--- config.mk ---
export PLATFORM = sky130hd
export DESIGN_NAME = trxcmd_port
export DESIGN_NICKNAME = d
export VERILOG_FILES = /design/src/logic/trxcmd_pkg.sv /design/src/logic/trxcmd_port.sv
export SDC_FILE = /design/constraint.sdc
export NUM_CORES = 1
export LEC_CHECK = 0
export ABC_CLOCK_PERIOD_IN_PS = 19110
export BUFFER_PORTS_ARGS = -buffer_cell sky130_fd_sc_hd__buf_2
export CAP_MARGIN = 40
export CORE_ASPECT_RATIO = 1.4
export CORE_MARGIN = 4
export CORE_UTILIZATION = 60
export DETAILED_ROUTE_END_ITERATION = 8
export PLACE_DENSITY = 0.78
export SLEW_MARGIN = 20
export SYNTH_ARGS = -nofsm -noshare
export SYNTH_HDL_FRONTEND = slang
export SYNTH_SLANG_ARGS = --single-unit
--- constraint.sdc ---
create_clock -name ref_clk -period 19.11 [get_ports ref_clk]
set_input_delay 1.911 -clock ref_clk [delete_from_list [all_inputs] [get_ports ref_clk]]
set_output_delay 1.911 -clock ref_clk [all_outputs]
set_load 0.02 [all_outputs]
--- src/logic/trxcmd_pkg.sv ---
// Package of constants and types for the serial command port and RX polling control
package trxcmd_pkg;

   // ----------------------------------------------------------------
   // Command type codes (top three bits of the command byte)
   // ----------------------------------------------------------------
   typedef enum logic [2:0] {
      CMD_RD_BUF  = 3'h0,
      CMD_WR_BUF  = 3'h1,
      CMD_RD_REG  = 3'h2,
      CMD_WR_REG  = 3'h3,
      CMD_OFF     = 3'h4,
      CMD_IRQ_CLR = 3'h5,
      CMD_UNUSED6 = 3'h6,
      CMD_UNUSED7 = 3'h7
   } trxcmd_code_type;

   // ----------------------------------------------------------------
   // Field positions and sizes
   // ----------------------------------------------------------------
   localparam int CMD_TYPE_MSB  = 7;
   localparam int CMD_TYPE_LSB  = 5;
   localparam int CMD_ADDR_MSB  = 4;
   localparam int BYTE_BITS     = 8;
   localparam int NUM_REGS      = 32;
   localparam int CFG_OPMODE_REG = 1;   // Register holding the two operating mode bits
   localparam int OPM_LOW_BIT   = 0;
   localparam int OPM_HIGH_BIT  = 1;
   localparam int SLEEP_REG     = 4;    // Register holding sleep field and extension bit
   localparam int SLEEP_LSB     = 0;
   localparam int SLEEP_XBIT    = 5;
   localparam logic [7:0] REG_RESET = 8'h00;

   // ----------------------------------------------------------------
   // Timing
   // ----------------------------------------------------------------
   localparam int CLK_MHZ          = 50;
   localparam int SLEEP_UNIT       = 1024;  // Internal clock periods per sleep step
   localparam int SLEEP_XFACTOR    = 8;
   localparam int STARTUP_PLL_US   = 300;
   localparam int STARTUP_SIG_US   = 100;
   localparam int STARTUP_PLL_CYC  = STARTUP_PLL_US * CLK_MHZ;
   localparam int STARTUP_SIG_CYC  = STARTUP_SIG_US * CLK_MHZ;

   // Polling sequencer phases
   typedef enum logic [2:0] {
      PH_IDLE,
      PH_SLEEP,
      PH_PLL,
      PH_SIG,
      PH_CHECK,
      PH_RECEIVE
   } trxcmd_phase_type;

   // Serial line outputs travel together
   typedef struct packed {
      logic dataOut;
      logic dataOutOeN;
   } trxcmd_sdo_type;

endpackage

--- src/logic/trxcmd_port.sv ---
// Serial command decoder with RX polling sequencer for the transceiver
// Contract
// Write-config stores single or consecutive registers
// Echo command and data bytes on output
// Power-off only when supply, wake, keys allow
// Interrupt-clear command drives interrupt low
// Command type from bits 7 to 5
// Low five bits address registers only
// Command codes as listed, 110/111 unused
// Bits move with serial clock both ways
// No transfers while reset output low
// Chip select low, no transparent: high-Z
// Chip select low, transparent: stream out
// Mode bits select polled or continuous receive
// Polled receive enables path periodically
// Loop sleep, start-up, bit check
// Failed bit check returns to sleep
// Stay active only on valid signal
// Continuous receive keeps receiver always on
// Polling state shown on activity pin
// Ignore data in sleep and start-up
// Transmitter preburst covers whole polling cycle
// Host should disable clock and supply
// Port held reset while chip select low
// Bytes shift most significant bit first
// Shift out buffer count during command
// Sleep is field times 1024 times 1 or 8
// Launch on falling, sample on rising
module trxcmd_port
   import trxcmd_pkg::*;
#(
   parameter int SLEEP_UNIT_P   = SLEEP_UNIT,
   parameter int PLL_CYC_P      = STARTUP_PLL_CYC,
   parameter int SIG_CYC_P      = STARTUP_SIG_CYC,
   parameter int DCLK_DIV       = 16
)
(
   input  wire logic              ref_clk,
   input  wire logic              sys_rst,
   input  wire logic              chipSelect,
   input  wire logic              serialClock,
   input  wire logic              serial_data_in_line,
   output logic                   serial_data_out_line,
   output logic                   serialOutEnN,
   input  wire logic              transparentMode,
   input  wire logic              resetOutN,
   input  wire logic              analog_supply_enable,
   input  wire logic              wake_input_pin,
   input  wire logic [4:0]        key_inputs,
   input  wire logic [7:0]        bufferCount,
   input  wire logic [7:0]        bufferReadData,
   input  wire logic              demodData,
   input  wire logic              bitCheckOk,
   input  wire logic              bitCheckFail,
   output logic                   rxActive,
   output logic                   rxPathEnable,
   output logic                   bitCheckEnable,
   output logic                   offRequest,
   output logic                   irqOut,
   input  wire logic              irqSet,
   output logic                   bufferReadPulse,
   output logic                   bufferWritePulse,
   output logic [7:0]             bufferWriteData,
   output logic [7:0]             op_select_bits
);
   import trxcmd_pkg::*;

   // Divider counter is 16 bits wide; every phase needs at least one cycle
   if (DCLK_DIV < 2 || DCLK_DIV > 65536 || SLEEP_UNIT_P < 1 || PLL_CYC_P < 1 || SIG_CYC_P < 1)
   begin : g_param_check
      $error("trxcmd_port: unsupported parameter value");
   end

   // ----------------------------------------------------------------
   // Input synchronisers
   // ----------------------------------------------------------------
   logic [1:0] csSync;
   logic [1:0] sckSync;
   logic [1:0] sdiSync;
   logic [1:0] demSync;
   logic [5:0] gateSync0;   // Wake pin and key pins, first stage
   logic [5:0] gateSync1;
   logic       sckLast_r;

   // Chip select, serial clock, data, demodulator, wake and key pins pass two flops before any logic looks at them
   always_ff @(posedge ref_clk or posedge sys_rst)
   begin
      if (sys_rst)
      begin
         csSync  <= 2'h0;
         sckSync <= 2'h0;
         sdiSync <= 2'h0;
         demSync <= 2'h0;
         gateSync0 <= 6'h00;
         gateSync1 <= 6'h00;
      end
      else
      begin
         csSync  <= {csSync[0], chipSelect};
         sckSync <= {sckSync[0], serialClock};
         sdiSync <= {sdiSync[0], serial_data_in_line};
         demSync <= {demSync[0], demodData};
         gateSync0 <= {wake_input_pin, key_inputs};
         gateSync1 <= gateSync0;
      end
   end

   logic csOn;
   logic sckRise;
   logic sckFall;
   assign csOn    = csSync[1] & resetOutN;
   assign sckRise = sckSync[1] & ~sckLast_r;
   assign sckFall = ~sckSync[1] & sckLast_r;

   always_ff @(posedge ref_clk or posedge sys_rst)
   begin
      if (sys_rst)
         sckLast_r <= 1'b0;
      else
         sckLast_r <= sckSync[1];
   end

   // ----------------------------------------------------------------
   // Serial shifter and command decoder
   // ----------------------------------------------------------------
   logic [7:0]            shiftIn_r;
   logic [7:0]            shiftOut_r;
   logic [2:0]            bitCnt_r;
   logic                  haveCmd_r;
   trxcmd_code_type       cmd_r;
   logic [4:0]            addr_r;
   logic [7:0]            cfgRegs_r [NUM_REGS];
   logic [7:0]            byteIn;
   logic                  byteDone;

   assign byteIn   = {shiftIn_r[6:0], sdiSync[1]};
   assign byteDone = csOn & sckRise & (bitCnt_r == 3'h7);

   // Port state is cleared while chip select is low
   always_ff @(posedge ref_clk or posedge sys_rst)
   begin
      if (sys_rst)
      begin
         shiftIn_r <= 8'h00;
         bitCnt_r  <= 3'h0;
         haveCmd_r <= 1'b0;
         cmd_r     <= CMD_RD_BUF;
         addr_r    <= 5'h00;
      end
      else if (!csOn)
      begin
         shiftIn_r <= 8'h00;
         bitCnt_r  <= 3'h0;
         haveCmd_r <= 1'b0;
         addr_r    <= 5'h00;
      end
      else if (sckRise)
      begin
         shiftIn_r <= byteIn;
         bitCnt_r  <= bitCnt_r + 3'h1;
         if (byteDone && !haveCmd_r)
         begin
            haveCmd_r <= 1'b1;
            cmd_r     <= trxcmd_code_type'(byteIn[CMD_TYPE_MSB:CMD_TYPE_LSB]);
            addr_r    <= byteIn[CMD_ADDR_MSB:0];
         end
         else if (byteDone && (cmd_r == CMD_WR_REG || cmd_r == CMD_RD_REG))
            addr_r <= addr_r + 5'h01;
      end
   end

   // Output shifter: buffer count first, then echo or read data
   always_ff @(posedge ref_clk or posedge sys_rst)
   begin
      if (sys_rst)
         shiftOut_r <= 8'h00;
      else if (!csOn)
         shiftOut_r <= bufferCount;
      else if (byteDone)
      begin
         if (!haveCmd_r && byteIn[7:5] == CMD_RD_REG)
            shiftOut_r <= cfgRegs_r[byteIn[4:0]];
         else if (haveCmd_r && cmd_r == CMD_RD_REG)
            shiftOut_r <= cfgRegs_r[addr_r + 5'h01];
         else if ((!haveCmd_r && byteIn[7:5] == CMD_RD_BUF)
                  || (haveCmd_r && cmd_r == CMD_RD_BUF))
            shiftOut_r <= bufferReadData;
         else
            shiftOut_r <= byteIn;
      end
      else if (sckFall && bitCnt_r != 3'h0)
         shiftOut_r <= {shiftOut_r[6:0], 1'b0};
   end

   // Configuration register writes, one byte per data unit
   genvar gi;
   generate
      for (gi = 0; gi < NUM_REGS; gi++)
      begin : g_reg
         always_ff @(posedge ref_clk or posedge sys_rst)
         begin
            if (sys_rst)
               cfgRegs_r[gi] <= REG_RESET;
            else if (byteDone && haveCmd_r && cmd_r == CMD_WR_REG && addr_r == 5'(gi))
               cfgRegs_r[gi] <= byteIn;
         end
      end
   endgenerate

   // Command side effects as one-cycle pulses
   always_ff @(posedge ref_clk or posedge sys_rst)
   begin
      if (sys_rst)
      begin
         offRequest       <= 1'b0;
         bufferReadPulse  <= 1'b0;
         bufferWritePulse <= 1'b0;
         bufferWriteData  <= 8'h00;
      end
      else
      begin
         offRequest       <= byteDone && !haveCmd_r && byteIn[7:5] == CMD_OFF
                             && !analog_supply_enable && !gateSync1[5]
                             && (&gateSync1[4:0]);
         bufferReadPulse  <= byteDone && ((!haveCmd_r && byteIn[7:5] == CMD_RD_BUF)
                             || (haveCmd_r && cmd_r == CMD_RD_BUF));
         bufferWritePulse <= byteDone && haveCmd_r && cmd_r == CMD_WR_BUF;
         if (byteDone)
            bufferWriteData <= byteIn;
      end
   end

   // Interrupt: a set in the same cycle as the clear wins
   logic irqClr;
   assign irqClr = byteDone && !haveCmd_r && byteIn[7:5] == CMD_IRQ_CLR;
   always_ff @(posedge ref_clk or posedge sys_rst)
   begin
      if (sys_rst)
         irqOut <= 1'b0;
      else if (irqSet)
         irqOut <= 1'b1;
      else if (irqClr)
         irqOut <= 1'b0;
   end

   // Serial output pin: port data, transparent stream or released
   always_ff @(posedge ref_clk or posedge sys_rst)
   begin
      if (sys_rst)
      begin
         serial_data_out_line <= 1'b0;
         serialOutEnN         <= 1'b1;
      end
      else if (csOn)
      begin
         serial_data_out_line <= shiftOut_r[7];
         serialOutEnN         <= 1'b0;
      end
      else if (transparentMode)
      begin
         serial_data_out_line <= demSync[1];
         serialOutEnN         <= 1'b0;
      end
      else
      begin
         serial_data_out_line <= 1'b0;
         serialOutEnN         <= 1'b1;
      end
   end

   // ----------------------------------------------------------------
   // RX polling sequencer
   // ----------------------------------------------------------------
   logic [1:0]       opm;
   logic [4:0]       sleepField;
   logic             sleepExt;
   trxcmd_phase_type phase_r;
   logic [31:0]      phaseCnt_r;
   logic [31:0]      sleepCycles;
   logic [15:0]      divCnt_r;
   logic             dclkTick;

   assign opm        = {cfgRegs_r[CFG_OPMODE_REG][OPM_HIGH_BIT],
                        cfgRegs_r[CFG_OPMODE_REG][OPM_LOW_BIT]};
   assign sleepField = cfgRegs_r[SLEEP_REG][SLEEP_LSB +: 5];
   assign sleepExt   = cfgRegs_r[SLEEP_REG][SLEEP_XBIT];
   // Sleep length in internal clock periods
   assign sleepCycles = 32'(sleepField) * 32'(SLEEP_UNIT_P)
                        * (sleepExt ? 32'(SLEEP_XFACTOR) : 32'h1);
   assign dclkTick    = (divCnt_r == 16'(DCLK_DIV - 1));

   // Divider gives the internal clock rate as an enable pulse
   always_ff @(posedge ref_clk or posedge sys_rst)
   begin
      if (sys_rst)
         divCnt_r <= 16'h0000;
      else if (dclkTick)
         divCnt_r <= 16'h0000;
      else
         divCnt_r <= divCnt_r + 16'h0001;
   end

   // Phase sequencing; bit-check verdicts only count in the check phase
   always_ff @(posedge ref_clk or posedge sys_rst)
   begin
      if (sys_rst)
      begin
         phase_r    <= PH_IDLE;
         phaseCnt_r <= 32'h0;
      end
      else
      begin
         case (phase_r)
            PH_IDLE:
            begin
               phaseCnt_r <= 32'h0;
               if (opm == 2'h2)
                  phase_r <= PH_SLEEP;
               else if (opm == 2'h3)
                  phase_r <= PH_PLL;
            end
            PH_SLEEP:
            begin
               if (opm != 2'h2)
                  phase_r <= PH_IDLE;
               else if (phaseCnt_r >= sleepCycles)
               begin
                  phase_r    <= PH_PLL;
                  phaseCnt_r <= 32'h0;
               end
               else if (dclkTick)
                  phaseCnt_r <= phaseCnt_r + 32'h1;
            end
            PH_PLL:
            begin
               if (opm[1] == 1'b0)
                  phase_r <= PH_IDLE;
               else if (phaseCnt_r >= 32'(PLL_CYC_P - 1))
               begin
                  phase_r    <= PH_SIG;
                  phaseCnt_r <= 32'h0;
               end
               else
                  phaseCnt_r <= phaseCnt_r + 32'h1;
            end
            PH_SIG:
            begin
               if (opm[1] == 1'b0)
                  phase_r <= PH_IDLE;
               else if (phaseCnt_r >= 32'(SIG_CYC_P - 1))
               begin
                  phase_r    <= PH_CHECK;
                  phaseCnt_r <= 32'h0;
               end
               else
                  phaseCnt_r <= phaseCnt_r + 32'h1;
            end
            PH_CHECK:
            begin
               phaseCnt_r <= 32'h0;
               if (opm[1] == 1'b0)
                  phase_r <= PH_IDLE;
               else if (bitCheckOk)
                  phase_r <= PH_RECEIVE;
               else if (bitCheckFail && opm == 2'h2)
                  phase_r <= PH_SLEEP;
            end
            PH_RECEIVE:
            begin
               if (opm[1] == 1'b0)
                  phase_r <= PH_IDLE;
            end
            default:
               phase_r <= PH_IDLE;
         endcase
      end
   end

   // Status pins follow the phase; receiver is off only while idle or asleep
   always_ff @(posedge ref_clk or posedge sys_rst)
   begin
      if (sys_rst)
      begin
         rxActive       <= 1'b0;
         rxPathEnable   <= 1'b0;
         bitCheckEnable <= 1'b0;
         op_select_bits <= 8'h00;
      end
      else
      begin
         rxActive       <= phase_r inside {PH_PLL, PH_SIG, PH_CHECK, PH_RECEIVE};
         rxPathEnable   <= phase_r inside {PH_PLL, PH_SIG, PH_CHECK, PH_RECEIVE};
         bitCheckEnable <= (phase_r == PH_CHECK);
         op_select_bits <= cfgRegs_r[CFG_OPMODE_REG];
      end
   end
endmodule

After elaboration in Yosys (flattened, before gate mapping)

Index checks and enable logic that the tools add are counted.

Bitwise operators: 9
Mux-type cells: 52
Order comparisons: 5
Eq/ne operators: 61
$add $sub $neg: 4
$mul: 1
Reduce and logical (&&, ||, !) cells: 69

Operator list:

| cell                                                                    | number |
|---|---|
| 32-bit two-way mux                                                      | 7 |
| 32-bit case mux with 4 select lines                                     | 1 |
| 8-bit binary-select mux with 5-bit select                               | 2 |
| 5-bit == test, second input constant                                    | 16 |
| 8-bit two-way mux                                                       | 10 |
| 1-bit logical AND                                                       | 49 |
| 3-bit two-way mux                                                       | 14 |
| 5-bit by 4-bit == test with 1-bit output, second input constant         | 8 |
| 32-bit by 1-bit adder with 32-bit output, second input constant         | 1 |
| 32-bit by 13-bit >= comparator with 1-bit output, second input constant | 1 |
| 32-bit by 14-bit >= comparator with 1-bit output, second input constant | 1 |
| 32-bit by 19-bit >= comparator with 1-bit output                        | 1 |
| 5-bit by 3-bit == test with 1-bit output, second input constant         | 4 |
| 5-bit two-way mux                                                       | 4 |
| 3-bit case mux with 6 select lines                                      | 1 |
| 16-bit by 1-bit adder with 16-bit output, second input constant         | 1 |
| 16-bit by 4-bit == test with 1-bit output, second input constant        | 1 |
| 16-bit two-way mux                                                      | 1 |
| 3-bit by 2-bit == test with 1-bit output, second input constant         | 5 |
| 3-bit == test, second input constant                                    | 5 |
| 3-bit inequality test, second input constant                            | 5 |
| 7-bit two-way mux                                                       | 2 |
| 6-bit >= comparator, second input constant                              | 2 |
| 5-bit NOT with 6-bit output                                             | 2 |
| other kinds (27)                                                        | 57 |

Register bits after elaboration: 379
Word-level logic and storage cells: 259

Logic depth before layout (Yosys ltp)

Gate-level depths: netlist (run 1).

Depth in word-level cells: 9
Mapped depth: 16

Worst setup path before layout (run 1)

No wires, ideal clock.

Path kind: register to register
From: register addr_r[0]
To: register shiftOut_r[5]
Cell stages (with the launch flop): 15
Buffers on the path: 7
Library setup time: 0.131 ns
Arrival: 3.401 ns
Period minus slack after synthesis: 3.532 ns
Path slack: 15.578 ns
Cell sequence: dfrtp_1 buf_2 buf_2 buf_2 inv_1 clkbuf_1 ha_1 buf_2 buf_2 buf_1 mux4_2 mux2i_1 o22ai_1 nor4b_1 nor3_2

Longest elaborated chain between the ends: 9

Ends and longest elaborated chain:

| item                                                 | RTL line           | text |
|---|---|---|
| start, declared                                      | trxcmd_port.sv:131 | `logic [4:0] addr_r;` |
| start signal, assigned                               | trxcmd_port.sv:165 | `addr_r <= byteIn[CMD_ADDR_MSB:0];` |
| start signal, assigned                               | trxcmd_port.sv:168 | `addr_r <= addr_r + 5'h01;` |
| 5-bit by 1-bit adder with 5-bit output               | trxcmd_port.sv:184 | `shiftOut_r <= cfgRegs_r[addr_r + 5'h01];` |
| 5-bit NOT with 6-bit output (implied by the code)    | trxcmd_port.sv:184 |  |
| 8-bit binary-select mux with 5-bit select            | trxcmd_port.sv:184 |  |
| 8-bit two-way mux (implied by the code) (2 in a row) | trxcmd_port.sv:184 |  |
| 8-bit two-way mux                                    | trxcmd_port.sv:183 | `else if (haveCmd_r && cmd_r == CMD_RD_REG)` |
| 8-bit two-way mux                                    | trxcmd_port.sv:181 | `if (!haveCmd_r && byteIn[7:5] == CMD_RD_REG)` |
| 8-bit two-way mux                                    | trxcmd_port.sv:179 | `else if (byteDone)` |
| 8-bit two-way mux                                    | trxcmd_port.sv:177 | `else if (!csOn)` |
| end signal, assigned                                 | trxcmd_port.sv:178 | `shiftOut_r <= bufferCount;` |
| end signal, assigned                                 | trxcmd_port.sv:182 | `shiftOut_r <= cfgRegs_r[byteIn[4:0]];` |
| end signal, assigned                                 | trxcmd_port.sv:184 |  |
| end, declared                                        | trxcmd_port.sv:127 | `logic [7:0] shiftOut_r;` |

Every way passes these cells. The select of a mux whose other input is x is not followed.
A chain may end at the register's enable or synchronous reset.

Final worst setup path (run 1)

From: register addr_r[0]
To: register shiftOut_r[2]

Same word-level chain as after synthesis.

==> flow_summary.toml, run 1 <==
[cts]
path_clk_slew_ns = 0.06
clock-sinks = 379
postCtsSetupRepairBufs = 0
cts_buffers = 38
h-tree-depth = 2
clk-insertion-delay-late_ns = 0.55
cts_hold_buf = 0
clockBufferDepth = 3
cts_root_buf = "clkbuf_16"
cts_tree = "built"
cts_resized = 0

[timing]
grt_setup_unrepaired = "false"
skew_ns = 0.0249
finalSetupViolCount = 0
setup_tns_ns = 0
fmax_mhz = 227
slew-limit-headroom = 0.328
fin_crit_sh = 0.230
finalCriticalPeriod_ns = 4.40
drv_slew = 0
tightest_slew_ns = 1.01
hold_violations = 0

[finish]
n_antenna_cell = 0
nNetsFinal = 1722
final_cells = 2132
layout-drive-gt1-share = 0.319
areaGrowthSynthToFinish_pct = 9.07

[place]
dp_hpwl_um = 37600
io_buffers = 58
gp_congestion = 1.05
place_inst = 2066

[worst_hold_path]
min_path_cells = 0
holdCritPathClass = "reg2reg"
min_from = "gateSync0[1]$_DFF_PP0_"
min_to = "gateSync1[1]$_DFF_PP0_"

[power]
finalPower_uw = 1620
seq_power_share = 0.503
p_comb_frac = 0.040
netSwitchingPower_uw = 364
clkPwrFrac = 0.457
powerDensity_nw_per_um2 = 73.3
vdd_drop_max_mv = 0.0537
p_int_uw = 1250
switching_share = 0.225
p_leak_uw = 0.00996

[die]
die_area_um2 = 36800
pin_count = 59
die_height_um = 225
fp.dieW_um = 163
std_cell_rows = 79
coreArea_um2 = 33300
initial_core_util = 0.608

[logic_synthesis]
syn_area_um2 = 20200
syn_avg_cell_area_um2 = 12.2
synth_edf_count = 0
yosys_warnings = 0
synthArstFlopShare = 1.00
synth_cells = 1663
seq_area_frac_synth = 0.469
synth_ff_type = "dfrtp_1"
synth_seq_cells = 379
synth_cell_types = 78

[routing]
dr.first_iter.drc_count = 1643
antenna_left = 0
firstDrtPassIters = 9
drcViolationCount = 0
drt-wirelength-per-cell_um = 26.1
num_vias = 14698
viasPerCell = 6.89
wirelength_um = 55500

[global_route]
use_met3 = 0.0584
use_met2 = 0.503
grt_pass1_wl_um = 85900
antenna_found_initial = 0
grt_max_degree = 165
top_usage_layer = "met2"
track_usage = 0.303
grt_pass1_vias = 14873
met1_usage = 0.366
grt_overflow_total = 0

[run]
cap_violations = 0

[worst_setup_path]
cp_data_required_time_ns = 19.52
critPathArrivalTime_ns = 4.81
startpoint_type = "register"
r2r_cells = 8
endpoint_kind = "register"
setup.worst_path.class = "reg2reg"
reg2reg_slack_ns = 14.71
crit_path_max_fanout = 45
r2r-end = "shiftOut_r[2]$_DFFE_PP0P_"
crit-reg2reg-launch = "addr_r[0]$_DFFE_PP0P_"

[outcome]
status = "finished, final reports clean"
## critical path, cell delays in order (launching register included)
cell and delay (ns):
dfrtp_2 0.58, inv_1 0.33, ha_2 0.79, buf_4 0.71, mux4_2 0.41, a2111oi_0 0.85
a41oi_1 0.21, a31oi_1 0.25, o21ai_1 0.08
## per-layer routing
layer	vias to the layer above	part of all wire
li1	6178	-
met1	7456	0.35
met2	810	0.49
met3	254	0.079
met4	0	0.074
met5	-	0
## cell usage in the layout, fill, tap and decap left out, types with 6 or more instances in the layout
cell / synthesis / final
a211oi_1: 9 / 9
o21ai_0: 40 / 40
clkbuf_16: 0 / 39
nor2_1: 53 / 53
inv_1: 19 / 18
nor2b_1: 17 / 17
a21oi_1: 25 / 25
buf_2: 31 / 59
and2_1: 23 / 23
xnor2_1: 11 / 11
o22ai_1: 11 / 11
mux2_2: 259 / 259
and3_1: 15 / 15
a22oi_1: 25 / 25
xor2_1: 8 / 7
a311oi_1: 8 / 8
nand2_1: 205 / 205
dfrtp_1: 378 / 373
clkbuf_8: 0 / 7
mux4_2: 107 / 107
mux2i_1: 50 / 50
o21ai_1: 7 / 7
buf_4: 10 / 19
clkinv_2: 0 / 8
a31oi_1: 16 / 16
ha_1: 23 / 22
nor3_1: 18 / 18
nand3_1: 51 / 51
nor4_1: 9 / 9
a41oi_1: 12 / 12
clkbuf_1: 73 / 6
a21boi_0: 6 / 6
nand2b_1: 9 / 9
nand3b_1: 8 / 8
or3_1: 6 / 6
o31ai_1: 12 / 12
nand4_1: 25 / 25
## metrics by stage
step / utilization / cell area, µm² / hold slack [ns] / setup WS (ns)
floorplan: - / 20200 / 0.331 / 6.67
global placement: 0.622 / 20700 / 0.332 / 15.01
detailed placement: 0.625 / 20800 / 0.335 / 14.96
CTS: 0.661 / 22000 / 0.348 / 14.94
global route: 0.663 / 22100 / 0.352 / 14.63
finish: 0.663 / 22100 / 0.347 / 14.71
## how the worst max path moves through the flow
stage	from	endpoint	slack, ns	cells after the start
4_1_cts	addr_r[0]$_DFFE_PP0P_	shiftOut_r[2]$_DFFE_PP0P_	14.94	8
6_report	addr_r[0]$_DFFE_PP0P_	shiftOut_r[2]$_DFFE_PP0P_	14.71	8
5_1_grt	addr_r[0]$_DFFE_PP0P_	shiftOut_r[2]$_DFFE_PP0P_	14.63	8
3_5_place_dp	resetOutN	cfgRegs_r[231]$_DFFE_PP0P_	14.96	7
3_3_place_gp	resetOutN	shiftOut_r[0]$_DFFE_PP0P_	15.01	7
2_1_floorplan	sys_rst	addr_r[0]$_DFFE_PP0P_	6.67	1
## kinds of logic after synthesis
family,Yosys count,share of synthesized area
AO/OA/AOI/OAI,207,0.0713
XOR/XNOR,21,0.00983
adder cells (fa/ha/maj),24,0.0152
buffers and inverters,146,0.0328
flip-flops,379,0.469
multiplexers,418,0.289
other,1,0.000185
AND/OR/NAND/NOR,467,0.113
## power by group through the flow
stage | registers (µW) | clock network [µW] | logic (µW)
final | 814 | 741 | 64.8
after global routing | 814 | 781 | 70.7
after CTS | 813 | 749 | 64.7
after detailed placement | 828 | 0 | 64.5
after global placement | 828 | 0 | 61.4
after floorplan | 824 | 0 | 47.0
## flip-flops by register name (all words and copies together), names as in the netlist, 2 cells and up
signal / flops
addr_r: 5
bitCnt_r: 3
bufferWriteData: 8
cfgRegs_r: 256
cmd_r: 3
csSync: 2
demSync: 2
divCnt_r: 16
gateSync0: 6
gateSync1: 6
op_select_bits: 8
phaseCnt_r: 32
phase_r: 3
sckSync: 2
sdiSync: 2
shiftIn_r: 7
shiftOut_r: 8
## cell type report
| class | count | area, µm² |
|---|---|---|
| fill | 2424 | 11200 |
| multi-input combinational | 1140 | 10100 |
| sequential | 379 | 9500 |
| clock buffer | 52 | 1090 |
| timing repair buffer | 86 | 602 |
| tap | 445 | 557 |
| clock inverter | 11 | 109 |
| inverter | 19 | 78.8 |
## Yosys cell counts (12+ instances only)
library cell  number  share of area
dfrtp_1          378           0.47
mux2_2           259           0.14
nand2_1          205          0.038
mux4_2           107           0.12
clkbuf_1          73          0.014
nor2_1            53         0.0098
nand3_1           51          0.013
mux2i_1           50          0.025
o21ai_0           40         0.0099
buf_2             31         0.0077
a21oi_1           25         0.0062
a22oi_1           25         0.0093
nand4_1           25         0.0077
and2_1            23         0.0071
ha_1              23          0.014
inv_1             19         0.0035
nor3_1            18         0.0045
nor2b_1           17         0.0053
a31oi_1           16         0.0049
and3_1            15         0.0046
a41oi_1           12         0.0052
o31ai_1           12         0.0045
(Power assumes the default switching activity.)
==> run 2: changes to the inputs <==
Settings changed: ABC_CLOCK_PERIOD_IN_PS 19110 to 4600.
Clock period 19.11 ns to 4.6 ns, I/O delays scaled along.
==> flow_summary.toml, run 2 (synthesized netlist as in run 1, its figures left out) <==
[worst_setup_path]
slowest_delay_ns = 0.52
endpoint_kind = "register"
startpoint_type = "register"
setup.worst_path.class = "reg2reg"
reg2reg_slack_ns = 1.30
r2r-end = "phaseCnt_r[18]$_DFFE_PP0P_"
r2r_cells = 10
cp_data_required_time_ns = 5.04
critPathArrivalTime_ns = 3.74
crit_path_max_fanout = 17
crit_slowest_cell = "dfrtp_1"
crit-reg2reg-launch = "cfgRegs_r[221]$_DFFE_PP0P_"
cp_cell_sequence = "and2_1 > fa_1 > inv_1 > ha_1 > a21o_1 > a221oi_1 > nand3_1 > o32ai_4 > nand2_4 > o41ai_2"

[worst_hold_path]
min_path_cells = 1
min_to = "csSync[0]$_DFF_PP0_"
holdCritPathClass = "in2reg"
min_from = "chipSelect"

[routing]
viasPerCell = 6.80
drt-wirelength-per-cell_um = 25.6
num_vias = 14586
dr.first_iter.drc_count = 1762
wirelength_um = 54900
antenna_left = 0
firstDrtPassIters = 6
drcViolationCount = 0

[timing]
slew-limit-headroom = 0.368
skew_ns = 0.0237
finalCriticalPeriod_ns = 3.30
fin_crit_sh = 0.718
drv_slew = 0
finalSetupViolCount = 0
tightest_slew_ns = 0.949
hold_violations = 0
setup_ws_ns = 1.30
grt_setup_unrepaired = "false"
fmax_mhz = 303
finalHoldWorstSlack_ns = 0.0203

[finish]
layout_commonest_cell = "dfrtp_1"
final_cell_mix = "dfrtp_1, mux2_2, nand2_1"
areaGrowthSynthToFinish_pct = 9.59
layout-drive-gt1-share = 0.320
top_regs = "cfgRegs_r x256, phaseCnt_r x32, divCnt_r x16"
regMostFlops = "cfgRegs_r"
largest_reg_flops = 256
n_antenna_cell = 0
nNetsFinal = 1729

[cts]
cts_tree = "built"
clock-sinks = 379
h-tree-depth = 2
path_clk_slew_ns = 0.06
clk-insertion-delay-late_ns = 0.54
clockBufferDepth = 3
cts_root_buf = "clkbuf_16"
cts_buffers = 39

[place]
dp_slack_ns = 1.34
dp_hpwl_um = 37600
io_buffers = 58
gp_congestion = 0.981

[die]
coreArea_um2 = 33300
die_height_um = 225
initial_core_util = 0.608
fp.dieW_um = 163
std_cell_rows = 79
die_area_um2 = 36800
pin_count = 59

[power]
powerDensity_nw_per_um2 = 310
p_leak_uw = 0.00999
vdd_drop_max_mv = 0.381

[global_route]
grt_pass1_vias = 14766
antenna_found_initial = 0
grt_max_degree = 163
track_usage = 0.302
grt_pass1_wl_um = 85700
grt_overflow_total = 0

[outcome]
status = "finished, final reports clean"

[run]
cap_violations = 0
[run 2: changes by cell type in the layout (fill, tap and decap cells not counted), sizes merged]
cell,delta
dlygate4sd3,+1
buf,+6
clkinvlp,+3
clkbuf,+5
clkinv,-4
bufinv,+2
inv,-1
[run 2: worst max-delay path by stage]
stage | start | to | slack (ns) | cells after the start
2_1_floorplan | sys_rst | addr_r[0]$_DFFE_PP0P_ | -0.95 | 1
3_3_place_gp | cfgRegs_r[221]$_DFFE_PP0P_ | phaseCnt_r[18]$_DFFE_PP0P_ | 1.40 | 10
3_5_place_dp | cfgRegs_r[221]$_DFFE_PP0P_ | phaseCnt_r[18]$_DFFE_PP0P_ | 1.34 | 10
4_1_cts | cfgRegs_r[221]$_DFFE_PP0P_ | phaseCnt_r[18]$_DFFE_PP0P_ | 1.32 | 10
5_1_grt | cfgRegs_r[221]$_DFFE_PP0P_ | phaseCnt_r[18]$_DFFE_PP0P_ | 1.01 | 10
6_report | cfgRegs_r[221]$_DFFE_PP0P_ | phaseCnt_r[18]$_DFFE_PP0P_ | 1.30 | 10
[run 2: report_power, final]
group          switching, µW  internal [µW]
clock network           1310           1910
registers               25.6           3350
logic                    179           90.0
total                   1520           5350
[run 2: layout make-up]
| type | count | area, µm² |
|---|---|---|
| inverters | 19 | 75.1 |
| clock inverters | 11 | 164 |
| flip-flops and latches | 379 | 9500 |
| clock buffers | 58 | 1120 |
| well taps | 445 | 557 |
| fillers | 2430 | 11100 |
| repair buffers | 92 | 623 |
| multi-input cells | 1140 | 10100 |
[run 2: routing by layer]
layer / GRT usage / wire [µm] / vias up
met5: 0 / 0 / -
met4: 0.169 / 3630 / 0
met3: 0.0569 / 4480 / 216
met2: 0.504 / 27400 / 778
met1: 0.373 / 19400 / 7404
li1: - / - / 6188
[run 2: repair_timing]
item                                   4_1_cts  5_1_grt
hold buffers                                 1        0
resized for setup                            0        0
setup buffers                                0        0
endpoints found under the hold margin       13        0
[run 2: critical path, delay by kind of cell (launching register included)]
family,cells,cell delay (ns)
AOI/OAI and AO/OA,4,1.22
adders and majority gates,2,0.71
buffers and inverters,1,0.07
DFF,1,0.52
and+or+nand+nor,3,0.68
[run 2: metrics by stage]
stage               setup TNS [ns]  area (µm²)  total power (µW)   util  instances
global route                     0       22200              7070  0.666       2144
CTS                              0       22100              6900  0.665       2142
floorplan                  -359.56       20300              3620      -       1665
detailed placement               0       20900              3710  0.626       2072
finish                           0       22200              6870  0.666       2144
global placement                 0       20800              3700  0.625       2070
==> run 3: changes to the inputs <==
Settings changed: ABC_CLOCK_PERIOD_IN_PS 4600 to 3350.
Clock period 4.6 ns to 3.35 ns, I/O delays scaled along.
==> flow_summary.toml, run 3 (synthesized netlist as in run 1, its figures left out) <==
[finish]
layout_commonest_cell = "dfrtp_1"
register_area_um2 = 9500
regMostFlops = "cfgRegs_r"
nNetsFinal = 1770
final_cell_mix = "dfrtp_1, mux2_2, nand2_1"
top_regs = "cfgRegs_r x256, phaseCnt_r x32, divCnt_r x16"
multi_input_area_um2 = 10100
layout-drive-gt1-share = 0.331
largest_reg_flops = 256
areaGrowthSynthToFinish_pct = 11.8
n_antenna_cell = 0
nFillCells = 2354

[routing]
drcViolationCount = 0
firstDrtPassIters = 5
drt-wirelength-per-cell_um = 26.1
wirelength_um = 56900
num_vias = 14876
antenna_left = 0
viasPerCell = 6.81
dr.first_iter.drc_count = 1747

[power]
p_leak_uw = 0.0102
vdd_drop_max_mv = 0.468
finalPower_uw = 9610
switching_share = 0.225
clkPwrFrac = 0.474
powerDensity_nw_per_um2 = 425
seq_power_share = 0.482
netSwitchingPower_uw = 2160
p_comb_frac = 0.044
p_int_uw = 7450

[cts]
clk-insertion-delay-late_ns = 0.56
cts_root_buf = "clkbuf_16"
clock-sinks = 379
cts_tree = "built"
clockBufferDepth = 3
cts_buffers = 38
h-tree-depth = 2
path_clk_slew_ns = 0.06

[global_route]
grt_overflow_total = 0
grt_pass1_wl_um = 88500
grt_pass1_vias = 15360
met1_usage = 0.380
grt_max_degree = 78
antenna_found_initial = 0
track_usage = 0.313
use_met2 = 0.522
use_met3 = 0.0593
top_usage_layer = "met2"

[worst_setup_path]
setup.worst_path.class = "reg2reg"
path_buf_inv = 2
startpoint_type = "register"
crit_path_max_fanout = 19
slowest_delay_ns = 0.48
cp_data_required_time_ns = 3.82
cp_cell_sequence = "and2_1 > fa_1 > inv_1 > ha_1 > a21o_1 > a221oi_1 > nand4b_1 > o21ai_2 > buf_4 > nor2_1 > nor2_1"
critPathArrivalTime_ns = 3.55
cp_common_cell = "nor2_1"
crit_slowest_cell = "fa_1"
endpoint_kind = "register"
cp_top_family = "simple AND/OR/NAND/NOR gates"

[place]
dp_slack_ns = 0.322
io_buffers = 58
gp_congestion = 0.984
dp_hpwl_um = 38900

[die]
initial_core_util = 0.608
pin_count = 59
std_cell_rows = 79
die_height_um = 225
fp.dieW_um = 163
coreArea_um2 = 33300
die_area_um2 = 36800

[timing]
skew_ns = 0.0252
fmax_mhz = 325
hold_violations = 0
finalCriticalPeriod_ns = 3.07
drv_slew = 0
grt_setup_unrepaired = "false"
tightest_slew_ns = 0.825
slew-limit-headroom = 0.450
fin_crit_sh = 0.917
finalSetupViolCount = 0
setup_ws_ns = 0.277

[worst_hold_path]
holdCritPathClass = "in2reg"

[outcome]
status = "finished, final reports clean"

[run]
cap_violations = 0
-- run 3: changes by cell type in the layout (fill, tap and decap cells not counted), moves of 2 or more --
cell | before | now
buf_12 | 3 | 12
dlygate4sd3_1 | 1 | 13
buf_4 | 27 | 49
clkbuf_1 | 12 | 7
bufinv_16 | 4 | 6
buf_16 | 2 | 0
-- run 3: path summary, 6_finish.rpt --
check | cells after the start | to | slack [ns] | start
hold reg to reg | 0 | gateSync1[2]$_DFF_PP0_ | 0.35 | gateSync0[2]$_DFF_PP0_
min in group asynchronous | 3 | phaseCnt_r[27]$_DFFE_PP0P_ | 0.45 | sys_rst
hold / removal | 4 | offRequest$_DFF_PP0_ | 0.05 | analog_supply_enable
max in group asynchronous | 5 | serialOutEnN$_DFF_PP1_ | 1.93 | sys_rst
setup reg to reg | 11 | phaseCnt_r[27]$_DFFE_PP0P_ | 0.28 | cfgRegs_r[218]$_DFFE_PP0P_
setup / recovery | 11 | phaseCnt_r[27]$_DFFE_PP0P_ | 0.28 | cfgRegs_r[218]$_DFFE_PP0P_
-- run 3: layout make-up --
cell class / count / area share
Multi-Input combinational cell: 1140 / 0.448
Sequential cell: 379 / 0.420
Clock buffer: 51 / 0.0468
Timing Repair Buffer: 134 / 0.0463
Tap cell: 445 / 0.0246
Clock inverter: 16 / 0.0113
Inverter: 19 / 0.00332
-- run 3: per-layer routing --
layer / up-vias / wire, µm / share of wire
li1: 6271 / - / -
met1: 7578 / 20300 / 0.36
met2: 780 / 28200 / 0.50
met3: 247 / 4360 / 0.077
met4: 0 / 4100 / 0.072
met5: - / 0 / 0
-- run 3: timing repair --
action                                 in CTS  in global routing
hold buffers                               13                  0
endpoints found under the hold margin      35                  0
resized for setup                           0                  0
setup buffers                               0                  0
-- run 3: power by group through the flow --
stage               clock (µW)  sequential, µW  combinational, µW
finish                    4560            4630                421
detailed placement           0            4720                409
global placement             0            4720                401
global route              4780            4630                457
CTS                       4600            4630                421
floorplan                    0            4700                270
-- run 3: through the flow --
stage                     hold slack (ns)  TNS [ns]   util  instances  cell area, µm²
after global placement              0.332         0  0.635       2102           21200
after floorplan                     0.331   -785.49      -       1665           20300
after detailed placement            0.336         0  0.635       2102           21200
after global routing               0.0682         0  0.679       2184           22600
final                              0.0512         0  0.679       2184           22600
after CTS                          0.0460         0  0.679       2182           22600
-- run 3: worst min-delay path: cells and delay by family --
kind	cells	cell delay, ns
simple gates	3	0.17
buf+inv	1	0.07
